<file path="config.mk">
export PLATFORM = sky130hd
export DESIGN_NAME = fcs_sequencer
export DESIGN_NICKNAME = d
export VERILOG_FILES = /design/src/logic/fcs_pkg.sv /design/src/logic/fcs_sync.sv /design/src/logic/fcs_sequencer.sv
export VERILOG_INCLUDE_DIRS = /design/src /design/src/logic
export SDC_FILE = /design/constraint.sdc
export NUM_CORES = 1
export LEC_CHECK = 0
export BUFFER_PORTS_ARGS = -buffer_cell sky130_fd_sc_hd__buf_4
export CAP_MARGIN = 20
export CORE_ASPECT_RATIO = 0.9
export CORE_MARGIN = 8
export CORE_UTILIZATION = 25
export DETAILED_ROUTE_END_ITERATION = 10
export GPL_TIMING_DRIVEN = 1
export HOLD_SLACK_MARGIN = 0.08
export PLACE_DENSITY = 0.52
export SYNTH_ARGS = -nofsm -noshare
export SYNTH_HDL_FRONTEND = slang
export SYNTH_SLANG_ARGS = --single-unit
export TNS_END_PERCENT = 100
</file>
<file path="constraint.sdc">
create_clock -name clk -period 8.9 [get_ports clk]
set_input_delay 0.445 -clock clk [delete_from_list [all_inputs] [get_ports clk]]
set_output_delay 0.445 -clock clk [all_outputs]
set_load 0.01 [all_outputs]
</file>
<file path="src/logic/fcs_map.svh">
`ifndef FCS_MAP_SVH
`define FCS_MAP_SVH

// Widths of the parallel bus and of the operation counters.
`define FCS_ADDR_W 20
`define FCS_DATA_W 16
`define FCS_CNT_W 24

// Command codes decoded from the low data byte of a write cycle.
`define FCS_CMD_READ_ARRAY 8'hFF
`define FCS_CMD_READ_IDENT 8'h90
`define FCS_CMD_READ_STATUS 8'h70
`define FCS_CMD_CLEAR_STATUS 8'h50
`define FCS_CMD_ERASE_SETUP 8'h20
`define FCS_CMD_CONFIRM 8'hD0
`define FCS_CMD_SUSPEND 8'hB0
`define FCS_CMD_PROG_SETUP 8'h40
`define FCS_CMD_PROG_ALT 8'h10
`define FCS_CMD_CFG_SETUP 8'h60
`define FCS_CMD_CFG_CONFIRM 8'h03

// Identifier read addresses.
`define FCS_ID_MFR_ADDR 20'h00000
`define FCS_ID_DEV_ADDR 20'h00001
`define FCS_ID_CFG_ADDR 20'h00005

// Field positions of operation_status.
`define FCS_ST_READY 7
`define FCS_ST_ESUSP 6
`define FCS_ST_EERR 5
`define FCS_ST_PERR 4
`define FCS_ST_VLOW 3
`define FCS_ST_PSUSP 2
`define FCS_ST_LOCK 1

// Reset values.
`define FCS_STATUS_RESET 8'h80
`define FCS_RCFG_RESET 16'h8000
`define FCS_RCFG_PAGE_BIT 15

// Default operation lengths in clock cycles.
`define FCS_ERASE_CYCLES 20000
`define FCS_PROG_CYCLES 100
`define FCS_SUSPEND_CYCLES 20

`endif

</file>
<file path="src/logic/fcs_pkg.sv">
`include "fcs_map.svh"

package fcs_pkg;
	// Command phase of the write decoder.
	typedef enum logic [3:0] {
		C_CMD = 4'h1,
		C_ERASE = 4'h2,
		C_PROG = 4'h4,
		C_CFG = 4'h8
	} fcs_phase_t;

	// Read mode of the data outputs.
	typedef enum logic [2:0] {
		RM_ARRAY = 3'h1,
		RM_IDENT = 3'h2,
		RM_STATUS = 3'h4
	} fcs_rmode_t;

	// Write state machine states.
	typedef enum logic [6:0] {
		W_IDLE = 7'h01,
		W_ERASE = 7'h02,
		W_ESW = 7'h04,
		W_ESUSP = 7'h08,
		W_PROG = 7'h10,
		W_PSW = 7'h20,
		W_PSUSP = 7'h40
	} fcs_mach_t;

	// Complete state of the sequencer.
	typedef struct packed {
		fcs_phase_t ph;
		fcs_rmode_t rm;
		fcs_mach_t mach;
		logic [7:0] stat;
		logic [`FCS_DATA_W-1:0] rcfg;
		logic [`FCS_CNT_W-1:0] ecnt;
		logic [`FCS_CNT_W-1:0] pcnt;
		logic [`FCS_CNT_W-1:0] scnt;
		logic chk;
		logic held;
		logic pend;
		logic ce_p;
		logic oe_p;
		logic av_p;
		logic bclk_p;
		logic wr_p;
		logic got;
		logic [`FCS_ADDR_W-1:0] al;
		logic [`FCS_DATA_W-1:0] dl;
		logic [7:0] snap;
		logic snap_ok;
		logic [`FCS_DATA_W-1:0] dq;
		logic dq_oe;
		logic [`FCS_ADDR_W-1:0] arr_addr;
		logic single;
		logic erase_go;
		logic prog_go;
		logic [`FCS_ADDR_W-1:0] op_addr;
		logic [`FCS_DATA_W-1:0] op_data;
	} fcs_state_t;
endpackage

</file>
<file path="src/logic/fcs_sync.sv">
`timescale 1ns/1ps

// Two-stage synchroniser for a group of pin inputs.
module fcs_sync #(
	parameter int W = 1,
	parameter logic [W-1:0] INIT = '0
) (
	input wire logic clk, // System clock.
	input wire logic resetn, // Asynchronous reset, active low.
	input wire logic clk_en, // Freezes the stages while low.
	input wire logic [W-1:0] d, // Asynchronous inputs.
	output logic [W-1:0] q // Synchronised inputs.
);
	typedef struct packed {
		logic [W-1:0] m;
		logic [W-1:0] s;
	} fcs_sync_t;

	fcs_sync_t st_q;
	fcs_sync_t st_d;

	// The first stage feeds only the second stage.
	always_comb begin
		st_d.m = d;
		st_d.s = st_q.m;
	end

	// Both stages load together while enabled.
	always_ff @(posedge clk or negedge resetn) begin
		if (!resetn) begin
			st_q <= {INIT, INIT};
		end else if (clk_en) begin
			st_q <= st_d;
		end
	end

	assign q = st_q.s;
endmodule

</file>
<file path="src/logic/fcs_sequencer.sv">
`timescale 1ns/1ps
`include "fcs_map.svh"

// How it works
// - Leaving reset enters array read with page mode read configuration.
// - Array read command is ignored while erase or program runs unsuspended.
// - Array, identifier, status read and status clear ignore supply level.
// - Identifier mode returns maker code, device code, read configuration by address.
// - Identifier and status modes deliver single word reads only.
// - After status read command every read returns status until next command.
// - Status is captured at first of address valid, burst edge, select edges.
// - Error bits are set by the machine or a bad sequence and cleared only by status clear or reset.
// - Status clear, accepted only while the machine is idle, returns the device to array read.
// - Erase is setup then confirm with block address; block becomes all ones.
// - After erase or program sequences, reads return status.
// - Bit 7 reads one when ready, zero when busy.
// - Erase suspend halts and sets bits 7 and 6 until erase resume.
// - Bit 5 erase error, bit 4 program error, both mean bad sequence.
// - Bit 3 reports low supply, sampled only during an operation.
// - Program suspend halts and sets bits 7 and 2 until program resume.
// - Operation on locked block with protect pin low aborts and sets bit 1.
// - Program is setup with 40H or 10H then address and data write.
// - Erase suspended accepts only array read, program, suspend, status, resume.
// - Erase resume clears bits 6 and 7, continues erase, selects status read.
// - Erase resume waits until a program begun during suspend completes.
// - After reset status holds 80H and mode is array read.
// - Reset low during an operation aborts it.
// - Decode FFH, 90H, 70H, 50H, 20H, D0H and B0H commands.
module fcs_sequencer #(
	parameter int ERASE_CYCLES = `FCS_ERASE_CYCLES, // Erase run length.
	parameter int PROG_CYCLES = `FCS_PROG_CYCLES, // Program run length.
	parameter int SUSPEND_CYCLES = `FCS_SUSPEND_CYCLES, // Suspend latency.
	parameter logic [15:0] MFR_CODE = 16'h00A5, // Arbitrary value.
	parameter logic [15:0] DEV_CODE = 16'h5A3C // Arbitrary value.
) (
	input wire logic clk, // System clock, 125 MHz.
	input wire logic resetn, // Asynchronous reset, active low.
	input wire logic clk_en, // Freezes all state while low.
	input wire logic chip_enable_n, // Chip enable pin.
	input wire logic write_enable_n, // Write enable pin.
	input wire logic output_enable_n, // Output enable pin.
	input wire logic address_valid_n, // Address valid pin.
	input wire logic burst_clk, // Burst clock pin, sampled.
	input wire logic write_protect_n, // Write protect pin.
	input wire logic vpp_ok, // Programming supply in range.
	input wire logic [`FCS_ADDR_W-1:0] addr, // Address pins.
	input wire logic [`FCS_DATA_W-1:0] dq_in, // Data pins, input side.
	input wire logic [`FCS_DATA_W-1:0] array_rdata, // Array word at array_addr.
	input wire logic block_locked, // Block at op_addr is locked.
	input wire logic array_fail, // Array engine reports failure.
	output logic [`FCS_DATA_W-1:0] dq_out, // Data pins, output side.
	output logic dq_oe, // Data pin drive enable.
	output logic [`FCS_ADDR_W-1:0] array_addr, // Array read address.
	output logic single_word, // No page or burst sequencing.
	output logic [`FCS_DATA_W-1:0] read_config, // Read configuration.
	output logic erase_go, // Start block erase at op_addr.
	output logic prog_go, // Start word program at op_addr.
	output logic [`FCS_ADDR_W-1:0] op_addr, // Target address.
	output logic [`FCS_DATA_W-1:0] op_data, // Program data.
	output logic [7:0] operation_status // Live status register.
);
	localparam logic [`FCS_CNT_W-1:0] ERASE_CNT = `FCS_CNT_W'(ERASE_CYCLES - 1);
	localparam logic [`FCS_CNT_W-1:0] PROG_CNT = `FCS_CNT_W'(PROG_CYCLES - 1);
	localparam logic [`FCS_CNT_W-1:0] SUSP_CNT = `FCS_CNT_W'(SUSPEND_CYCLES - 1);
	localparam int SYNC_W = 7 + `FCS_ADDR_W + `FCS_DATA_W;

	fcs_pkg::fcs_state_t q;
	fcs_pkg::fcs_state_t d;
	logic [SYNC_W-1:0] sync_out;
	logic s_ce;
	logic s_we;
	logic s_oe;
	logic s_av;
	logic s_bclk;
	logic s_wp;
	logic s_vpp;
	logic [`FCS_ADDR_W-1:0] s_addr;
	logic [`FCS_DATA_W-1:0] s_dq;
	logic wr;
	logic wr_end;
	logic rd;
	logic evt;
	logic busy;
	logic prog_end;
	logic [7:0] c;
	logic [7:0] set_v;
	logic [7:0] clr_v;

	////////////////////////////////////////////////////////////////////////
	// All pin inputs pass two flip-flops before any logic sees them.
	fcs_sync #(
		.W(SYNC_W),
		.INIT({{7{1'b1}}, {(`FCS_ADDR_W + `FCS_DATA_W){1'b0}}})
	) u_sync (
		.clk(clk),
		.resetn(resetn),
		.clk_en(clk_en),
		.d({chip_enable_n, write_enable_n, output_enable_n, address_valid_n,
			burst_clk, write_protect_n, vpp_ok, addr, dq_in}),
		.q(sync_out)
	);

	// Unpack the synchronised pins and derive the bus cycle terms.
	assign {s_ce, s_we, s_oe, s_av, s_bclk, s_wp, s_vpp, s_addr, s_dq} = sync_out;
	assign wr = !s_ce && !s_we && s_oe;
	assign wr_end = q.wr_p && !wr;
	assign rd = !s_ce && !s_oe && s_we;
	assign c = q.dl[7:0];
	assign evt = (s_av && !q.av_p) || (!s_ce && q.ce_p) || (!s_oe && q.oe_p) ||
		(!q.rcfg[`FCS_RCFG_PAGE_BIT] && !s_av && s_bclk && !q.bclk_p);

	////////////////////////////////////////////////////////////////////////
	// Next state: write capture, machine progress, command decode, reads.
	always_comb begin
		d = q;
		set_v = 8'h00;
		clr_v = 8'h00;
		prog_end = 1'b0;
		busy = 1'b0;
		d.erase_go = 1'b0;
		d.prog_go = 1'b0;
		d.ce_p = s_ce;
		d.oe_p = s_oe;
		d.av_p = s_av;
		d.bclk_p = s_bclk;
		d.wr_p = wr;

		// Address follows the pins until address valid rises; data until the end.
		if (wr) begin
			if (!q.got) begin
				if (s_av && !q.av_p) begin
					d.got = 1'b1;
				end else begin
					d.al = s_addr;
				end
			end
			d.dl = s_dq;
		end

		// Write state machine progress; checks run in the first busy cycle.
		case (q.mach)
			fcs_pkg::W_ERASE: begin
				if (q.chk) begin
					d.chk = 1'b0;
					if (!s_vpp) begin
						set_v[`FCS_ST_VLOW] = 1'b1;
						set_v[`FCS_ST_EERR] = 1'b1;
						d.mach = fcs_pkg::W_IDLE;
					end else if (block_locked && !s_wp) begin
						set_v[`FCS_ST_LOCK] = 1'b1;
						set_v[`FCS_ST_EERR] = 1'b1;
						d.mach = fcs_pkg::W_IDLE;
					end else begin
						d.erase_go = 1'b1;
					end
				end else if (q.ecnt == '0) begin
					set_v[`FCS_ST_EERR] = array_fail;
					d.mach = fcs_pkg::W_IDLE;
				end else begin
					d.ecnt = q.ecnt - 1'b1;
				end
			end
			fcs_pkg::W_ESW: begin
				if (q.scnt == '0) begin
					set_v[`FCS_ST_ESUSP] = 1'b1;
					d.mach = fcs_pkg::W_ESUSP;
				end else begin
					d.scnt = q.scnt - 1'b1;
				end
			end
			fcs_pkg::W_PROG: begin
				if (q.chk) begin
					d.chk = 1'b0;
					if (!s_vpp) begin
						set_v[`FCS_ST_VLOW] = 1'b1;
						set_v[`FCS_ST_PERR] = 1'b1;
						prog_end = 1'b1;
					end else if (block_locked && !s_wp) begin
						set_v[`FCS_ST_LOCK] = 1'b1;
						set_v[`FCS_ST_PERR] = 1'b1;
						prog_end = 1'b1;
					end else begin
						d.prog_go = 1'b1;
					end
				end else if (q.pcnt == '0) begin
					set_v[`FCS_ST_PERR] = array_fail;
					prog_end = 1'b1;
				end else begin
					d.pcnt = q.pcnt - 1'b1;
				end
			end
			fcs_pkg::W_PSW: begin
				if (q.scnt == '0) begin
					set_v[`FCS_ST_PSUSP] = 1'b1;
					d.mach = fcs_pkg::W_PSUSP;
				end else begin
					d.scnt = q.scnt - 1'b1;
				end
			end
			default: begin
			end
		endcase

		// A program inside an erase suspend returns there, or resumes a held erase.
		if (prog_end) begin
			d.mach = q.held ? (q.pend ? fcs_pkg::W_ERASE : fcs_pkg::W_ESUSP)
				: fcs_pkg::W_IDLE;
			clr_v[`FCS_ST_ESUSP] = q.held && q.pend;
			d.held = 1'b0;
			d.pend = 1'b0;
		end
		busy = (d.mach != fcs_pkg::W_IDLE) && (d.mach != fcs_pkg::W_ESUSP) &&
			(d.mach != fcs_pkg::W_PSUSP);

		// Command decode at the end of each write cycle.
		if (wr_end) begin
			d.got = 1'b0;
			case (q.ph)
				fcs_pkg::C_ERASE: begin
					d.ph = fcs_pkg::C_CMD;
					d.rm = fcs_pkg::RM_STATUS;
					if (c == `FCS_CMD_CONFIRM) begin
						d.mach = fcs_pkg::W_ERASE;
						d.chk = 1'b1;
						d.ecnt = ERASE_CNT;
						d.op_addr = q.al;
					end else begin
						set_v[`FCS_ST_EERR] = 1'b1;
						set_v[`FCS_ST_PERR] = 1'b1;
					end
				end
				fcs_pkg::C_PROG: begin
					d.ph = fcs_pkg::C_CMD;
					d.rm = fcs_pkg::RM_STATUS;
					d.held = (d.mach == fcs_pkg::W_ESUSP);
					d.mach = fcs_pkg::W_PROG;
					d.chk = 1'b1;
					d.pcnt = PROG_CNT;
					d.op_addr = q.al;
					d.op_data = q.dl;
				end
				fcs_pkg::C_CFG: begin
					d.ph = fcs_pkg::C_CMD;
					d.rm = fcs_pkg::RM_ARRAY;
					if (c == `FCS_CMD_CFG_CONFIRM) begin
						d.rcfg = q.al[`FCS_DATA_W-1:0];
					end
				end
				default: begin
					case (c)
						`FCS_CMD_READ_ARRAY: begin
							if (!busy) begin
								d.rm = fcs_pkg::RM_ARRAY;
							end
						end
						`FCS_CMD_READ_IDENT: begin
							if (d.mach == fcs_pkg::W_IDLE) begin
								d.rm = fcs_pkg::RM_IDENT;
							end
						end
						`FCS_CMD_READ_STATUS: begin
							d.rm = fcs_pkg::RM_STATUS;
						end
						`FCS_CMD_CLEAR_STATUS: begin
							if (d.mach == fcs_pkg::W_IDLE) begin
								clr_v = 8'h3A;
								d.rm = fcs_pkg::RM_ARRAY;
							end
						end
						`FCS_CMD_ERASE_SETUP: begin
							if (d.mach == fcs_pkg::W_IDLE) begin
								d.ph = fcs_pkg::C_ERASE;
							end
						end
						`FCS_CMD_PROG_SETUP, `FCS_CMD_PROG_ALT: begin
							if (d.mach == fcs_pkg::W_IDLE || d.mach == fcs_pkg::W_ESUSP) begin
								d.ph = fcs_pkg::C_PROG;
							end
						end
						`FCS_CMD_CFG_SETUP: begin
							if (d.mach == fcs_pkg::W_IDLE) begin
								d.ph = fcs_pkg::C_CFG;
							end
						end
						`FCS_CMD_SUSPEND: begin
							if (d.mach == fcs_pkg::W_ERASE || d.mach == fcs_pkg::W_PROG) begin
								d.mach = (d.mach == fcs_pkg::W_ERASE) ? fcs_pkg::W_ESW
									: fcs_pkg::W_PSW;
								d.scnt = SUSP_CNT;
								d.rm = fcs_pkg::RM_STATUS;
							end
						end
						`FCS_CMD_CONFIRM: begin
							if (d.mach == fcs_pkg::W_ESUSP) begin
								d.mach = fcs_pkg::W_ERASE;
								clr_v[`FCS_ST_ESUSP] = 1'b1;
								d.rm = fcs_pkg::RM_STATUS;
							end else if (d.mach == fcs_pkg::W_PSUSP) begin
								d.mach = fcs_pkg::W_PROG;
								clr_v[`FCS_ST_PSUSP] = 1'b1;
								d.rm = fcs_pkg::RM_STATUS;
							end else if (d.mach == fcs_pkg::W_PROG && q.held) begin
								d.pend = 1'b1;
								d.rm = fcs_pkg::RM_STATUS;
							end
						end
						default: begin
						end
					endcase
				end
			endcase
		end

		// Sets win over clears; the ready bit follows the machine.
		d.stat = (q.stat & ~clr_v) | set_v;
		d.stat[`FCS_ST_READY] = !busy;
		d.stat[0] = 1'b0;
		// A command that starts or resumes work drops ready in the same cycle.
		if (d.mach != fcs_pkg::W_IDLE && d.mach != fcs_pkg::W_ESUSP &&
			d.mach != fcs_pkg::W_PSUSP) begin
			d.stat[`FCS_ST_READY] = 1'b0;
		end

		// Status snapshot is taken once per read cycle at the first event.
		if (s_oe && s_ce) begin
			d.snap_ok = 1'b0;
		end else if (evt && !q.snap_ok) begin
			d.snap = q.stat;
			d.snap_ok = 1'b1;
		end

		// Output word by read mode; status and identifier are single words.
		d.dq_oe = rd;
		d.arr_addr = s_addr;
		d.single = (q.rm != fcs_pkg::RM_ARRAY);
		case (q.rm)
			fcs_pkg::RM_IDENT: begin
				case (s_addr)
					`FCS_ID_MFR_ADDR: d.dq = MFR_CODE;
					`FCS_ID_DEV_ADDR: d.dq = DEV_CODE;
					`FCS_ID_CFG_ADDR: d.dq = q.rcfg;
					default: d.dq = 16'h0000;
				endcase
			end
			fcs_pkg::RM_STATUS: d.dq = {8'h00, q.snap_ok ? q.snap : q.stat};
			default: d.dq = array_rdata;
		endcase
	end

	////////////////////////////////////////////////////////////////////////
	// State register; reset aborts any operation and restores defaults.
	always_ff @(posedge clk or negedge resetn) begin
		if (!resetn) begin
			q <= '0;
			q.ph <= fcs_pkg::C_CMD;
			q.rm <= fcs_pkg::RM_ARRAY;
			q.mach <= fcs_pkg::W_IDLE;
			q.stat <= `FCS_STATUS_RESET;
			q.rcfg <= `FCS_RCFG_RESET;
			q.ce_p <= 1'b1;
			q.oe_p <= 1'b1;
			q.av_p <= 1'b1;
			q.bclk_p <= 1'b1;
		end else if (clk_en) begin
			q <= d;
		end
	end

	// Outputs come straight from the state register.
	assign dq_out = q.dq;
	assign dq_oe = q.dq_oe;
	assign array_addr = q.arr_addr;
	assign single_word = q.single;
	assign read_config = q.rcfg;
	assign erase_go = q.erase_go;
	assign prog_go = q.prog_go;
	assign op_addr = q.op_addr;
	assign op_data = q.op_data;
	assign operation_status = q.stat;
endmodule

</file>
==> results.py <==
metrics = {
    "sta": {
        "worst-slew-pin-transition_ns": 1.06,
        "fin_crit_sh_pct": 41.0,
        "rsz0062_at_grt": "no",
        "clock_skew_ns": 0.0332,
        "fin_hold_ws_ns": 0.110,
        "period_needed_ns": 3.65,
        "setup_viol": 0,
        "drv_slew": 0,
        "tns_ns": 0,
        "max_clock_freq_ghz": 0.274,
        "maxSlewHeadroom_pct": 29.5,
        "worst_slack_ns": 5.25,
        "hold_violations": 0,
    },
    "critical_path": {
        "crit_fanout": 8,
        "worstPathArrival_ns": 4.09,
        "r2r-start": "q[159]",
        "rr_worst_depth": 8,
        "endpoint_kind": "flop",
        "crit_type": "reg2reg",
        "r2r_slack_ns": 5.25,
        "cp-start-kind": "flop",
        "crit_required_ns": 9.34,
        "timing.rr.end": "q[235]",
    },
    "synth": {
        "yosysMostFrequentCell": "dfrtp_1",
        "synth_cell_types": 73,
        "ys_top_cells_by_area": "dfrtp_1 49%, mux2_2 14%, buf_4 4.7%",
        "synth.largest_area_cell": "dfrtp_1",
        "netlist_instances": 1371,
        "seq_area_frac_synth_pct": 53.4,
        "ys_ff_latch": 324,
        "synth_area_per_cell_um2": 11.1,
        "yosysWarnings": 0,
        "yosys.area_share.simple_pct": 13.8,
        "synthTopCellsByCount": "301 x dfrtp_1, 190 x mux2_2, 119 x nor2_1, 115 x nand2_1, 96 x buf_4",
        "synth_edf_count": 0,
        "synth-async-reset-ratio_pct": 100,
        "synth_nets": 1439,
        "synthFlopType": "dfrtp_1",
        "syn-cell-area_mm2": 0.0152,
        "synth_fa_ha_area_share_pct": 0.328,
        "synth_top_area_share_pct": 49.4,
        "synth-xor-area-share_pct": 3.05,
        "yosys-mux-area-fraction_pct": 14.2,
        "synth_top_family_by_area": "multiplexers",
        "synth_compound_area_share_pct": 8.52,
    },
    "global_route": {
        "grt_pass1_wl_um": 64300,
        "grt_pass1_vias": 10958,
        "grt-ovfl-total": 0,
        "grt_max_degree": 179,
        "grt.total_usage_pct": 11.4,
        "antenna_found_initial": 4,
    },
    "clock_network": {
        "cts_root_buffer": "clkbuf_16",
        "numCtsBuffers": 38,
        "cts.sinks": 324,
        "clockBufferDepth": 3,
        "clock_latency_ns": 0.57,
        "h-tree-depth": 2,
        "cts_tree": "done",
        "clkTransAtPathRegs_ns": 0.06,
    },
    "placed_design": {
        "hpwl_um": 28400,
        "finalWeightedCongestion": 0.896,
        "place.port_buffers": 162,
        "dp_slack_ns": 5.11,
    },
    "power_and_ir_drop": {
        "leakage_nw": 7.96,
        "peakVddDrop_mv": 0.120,
        "power_density_mw_per_mm2": 207,
    },
    "floorplan": {
        "dieHeight_um": 250,
        "die_w_um": 276,
        "num_rows": 86,
        "core_mm2": 0.0608,
        "initial_core_util_pct": 25.1,
        "pin_count": 164,
        "dieArea_mm2": 0.0691,
    },
    "status": {
        "status": "complete, no violations",
    },
    "min_path": {
        "holdCritStartpoint": "addr[17]",
        "hold_class": "in2reg",
        "whs_endpoint": "u_sync.st_d[33]",
        "worstHoldPathCells": 2,
    },
    "final_layout": {
        "fillers": 6262,
        "fin_nets": 1506,
        "multi_input_area_mm2": 0.00611,
        "syn_to_final_growth_pct": 17.7,
        "drive_gt1_share_pct": 32.0,
        "fin_util_pct": 29.5,
        "ff_latch_area_mm2": 0.00814,
    },
    "drt": {
        "via_count": 10585,
        "drt-pass1-iter-count": 5,
        "wl_um": 40200,
        "drt_iter0_drc": 641,
        "drc": 0,
        "via_per_inst": 4.68,
        "antenna_left": 0,
        "post_drt_wl_per_cell_um": 17.8,
    },
    "run": {
        "drv_cap": 0,
    },
}
==> routing by layer <==
metal | part of all wire (%) | global-route usage (%) | wire (µm) | vias to the layer above
li1 | - | - | - | 4921
met1 | 44 | 14.4 | 17600 | 5341
met2 | 47 | 18.7 | 18900 | 253
met3 | 6.5 | 3.29 | 2610 | 66
met4 | 2.6 | 3.49 | 1030 | 4
met5 | 0.067 | 0 | 27 | -
==> worst max-delay path, stage by stage (launching register included) <==
cell,delay (ns)
dfrtp_1,0.44
or4_4,0.60
nand2b_1,0.28
o311ai_2,0.48
nand4_1,0.30
nor4_1,0.59
o221ai_1,0.23
a31o_1,0.30
mux2_4,0.32
==> final cells by class <==
| class | instances | share of cell area (%) |
|---|---|---|
| diodes | 2 | 0.0279 |
| clock buffers | 57 | 6.09 |
| clock inverters | 13 | 0.663 |
| inverters | 20 | 0.419 |
| multi-input cells | 874 | 34.1 |
| flip-flops and latches | 324 | 45.4 |
| well taps | 792 | 5.52 |
| repair buffers | 180 | 7.83 |
==> metrics by stage <==
stage / power, mW / instance area [µm²] / cells
floorplan: 2.07 / 15200 / 1371
global placement: 2.23 / 16600 / 2184
detailed placement: 2.24 / 16600 / 2184
CTS: 3.77 / 17900 / 2258
global route: 3.89 / 17900 / 2261
finish: 3.71 / 17900 / 2262
==> cells in the final DEF, fill, tap and decap left out, types with 5 or more instances in the layout <==
cell type,n
and2_1,10
nor2b_1,11
dfstp_2,23
nand3_1,28
clkbuf_8,7
o31ai_1,7
clkbuf_16,38
nor3_1,31
o21ai_0,61
nand2b_1,10
xor2_1,24
a2bb2oi_1,6
a221oi_1,8
clkinv_2,8
xnor2_1,29
buf_4,172
inv_1,19
a22oi_1,9
or3_1,20
and3_1,8
nand4_1,12
a21oi_1,43
nor2_1,118
a211o_1,5
mux2_2,190
nand2_1,115
or4_1,11
clkbuf_1,12
dfrtp_1,301
o21a_1,7
nor4_1,26
==> flip-flops by register name, indices dropped and copies added, names as in the netlist <==
signal	cells
array_addr	20
c	8
dq_oe	1
dq_out	16
erase_go	1
op_addr	20
op_data	16
operation_status	7
prog_go	1
q	131
read_config	16
single_word	1
u_sync.q	43
u_sync.st_d	43
==> worst max-delay path by stage <==
stage          startpoint  endpoint  slack (ns)  depth (start not counted)
2_1_floorplan      q[193]    q[235]        5.68                          9
3_3_place_gp       clk_en    q[153]        5.18                          9
3_5_place_dp       clk_en    q[153]        5.11                          9
4_1_cts            q[231]    q[177]        5.34                          8
5_1_grt            q[231]    q[177]        5.01                          8
6_report           q[159]    q[235]        5.25                          8
==> logic make-up after synthesis <==
family,count (synthesis)
and+or+nand+nor,429
DFF,324
AOI/OAI and AO/OA,195
muxes,192
buffers and inverters,173
xor gates and xnor gates,53
adders and majority gates,4
other,1
==> where the power goes <==
| part | internal [mW] | switching (mW) |
|---|---|---|
| clock network | 0.860 | 0.635 |
| registers | 1.66 | 0.161 |
| logic | 0.219 | 0.176 |
==> repair_timing <==
item / 4_1_cts / 5_1_grt
hold endpoints to repair: 72 / 0
resized for setup: 0 / 0
setup buffers: 0 / 0
hold buffers: 4 / 0
Power figures use the tool's default switching activity.
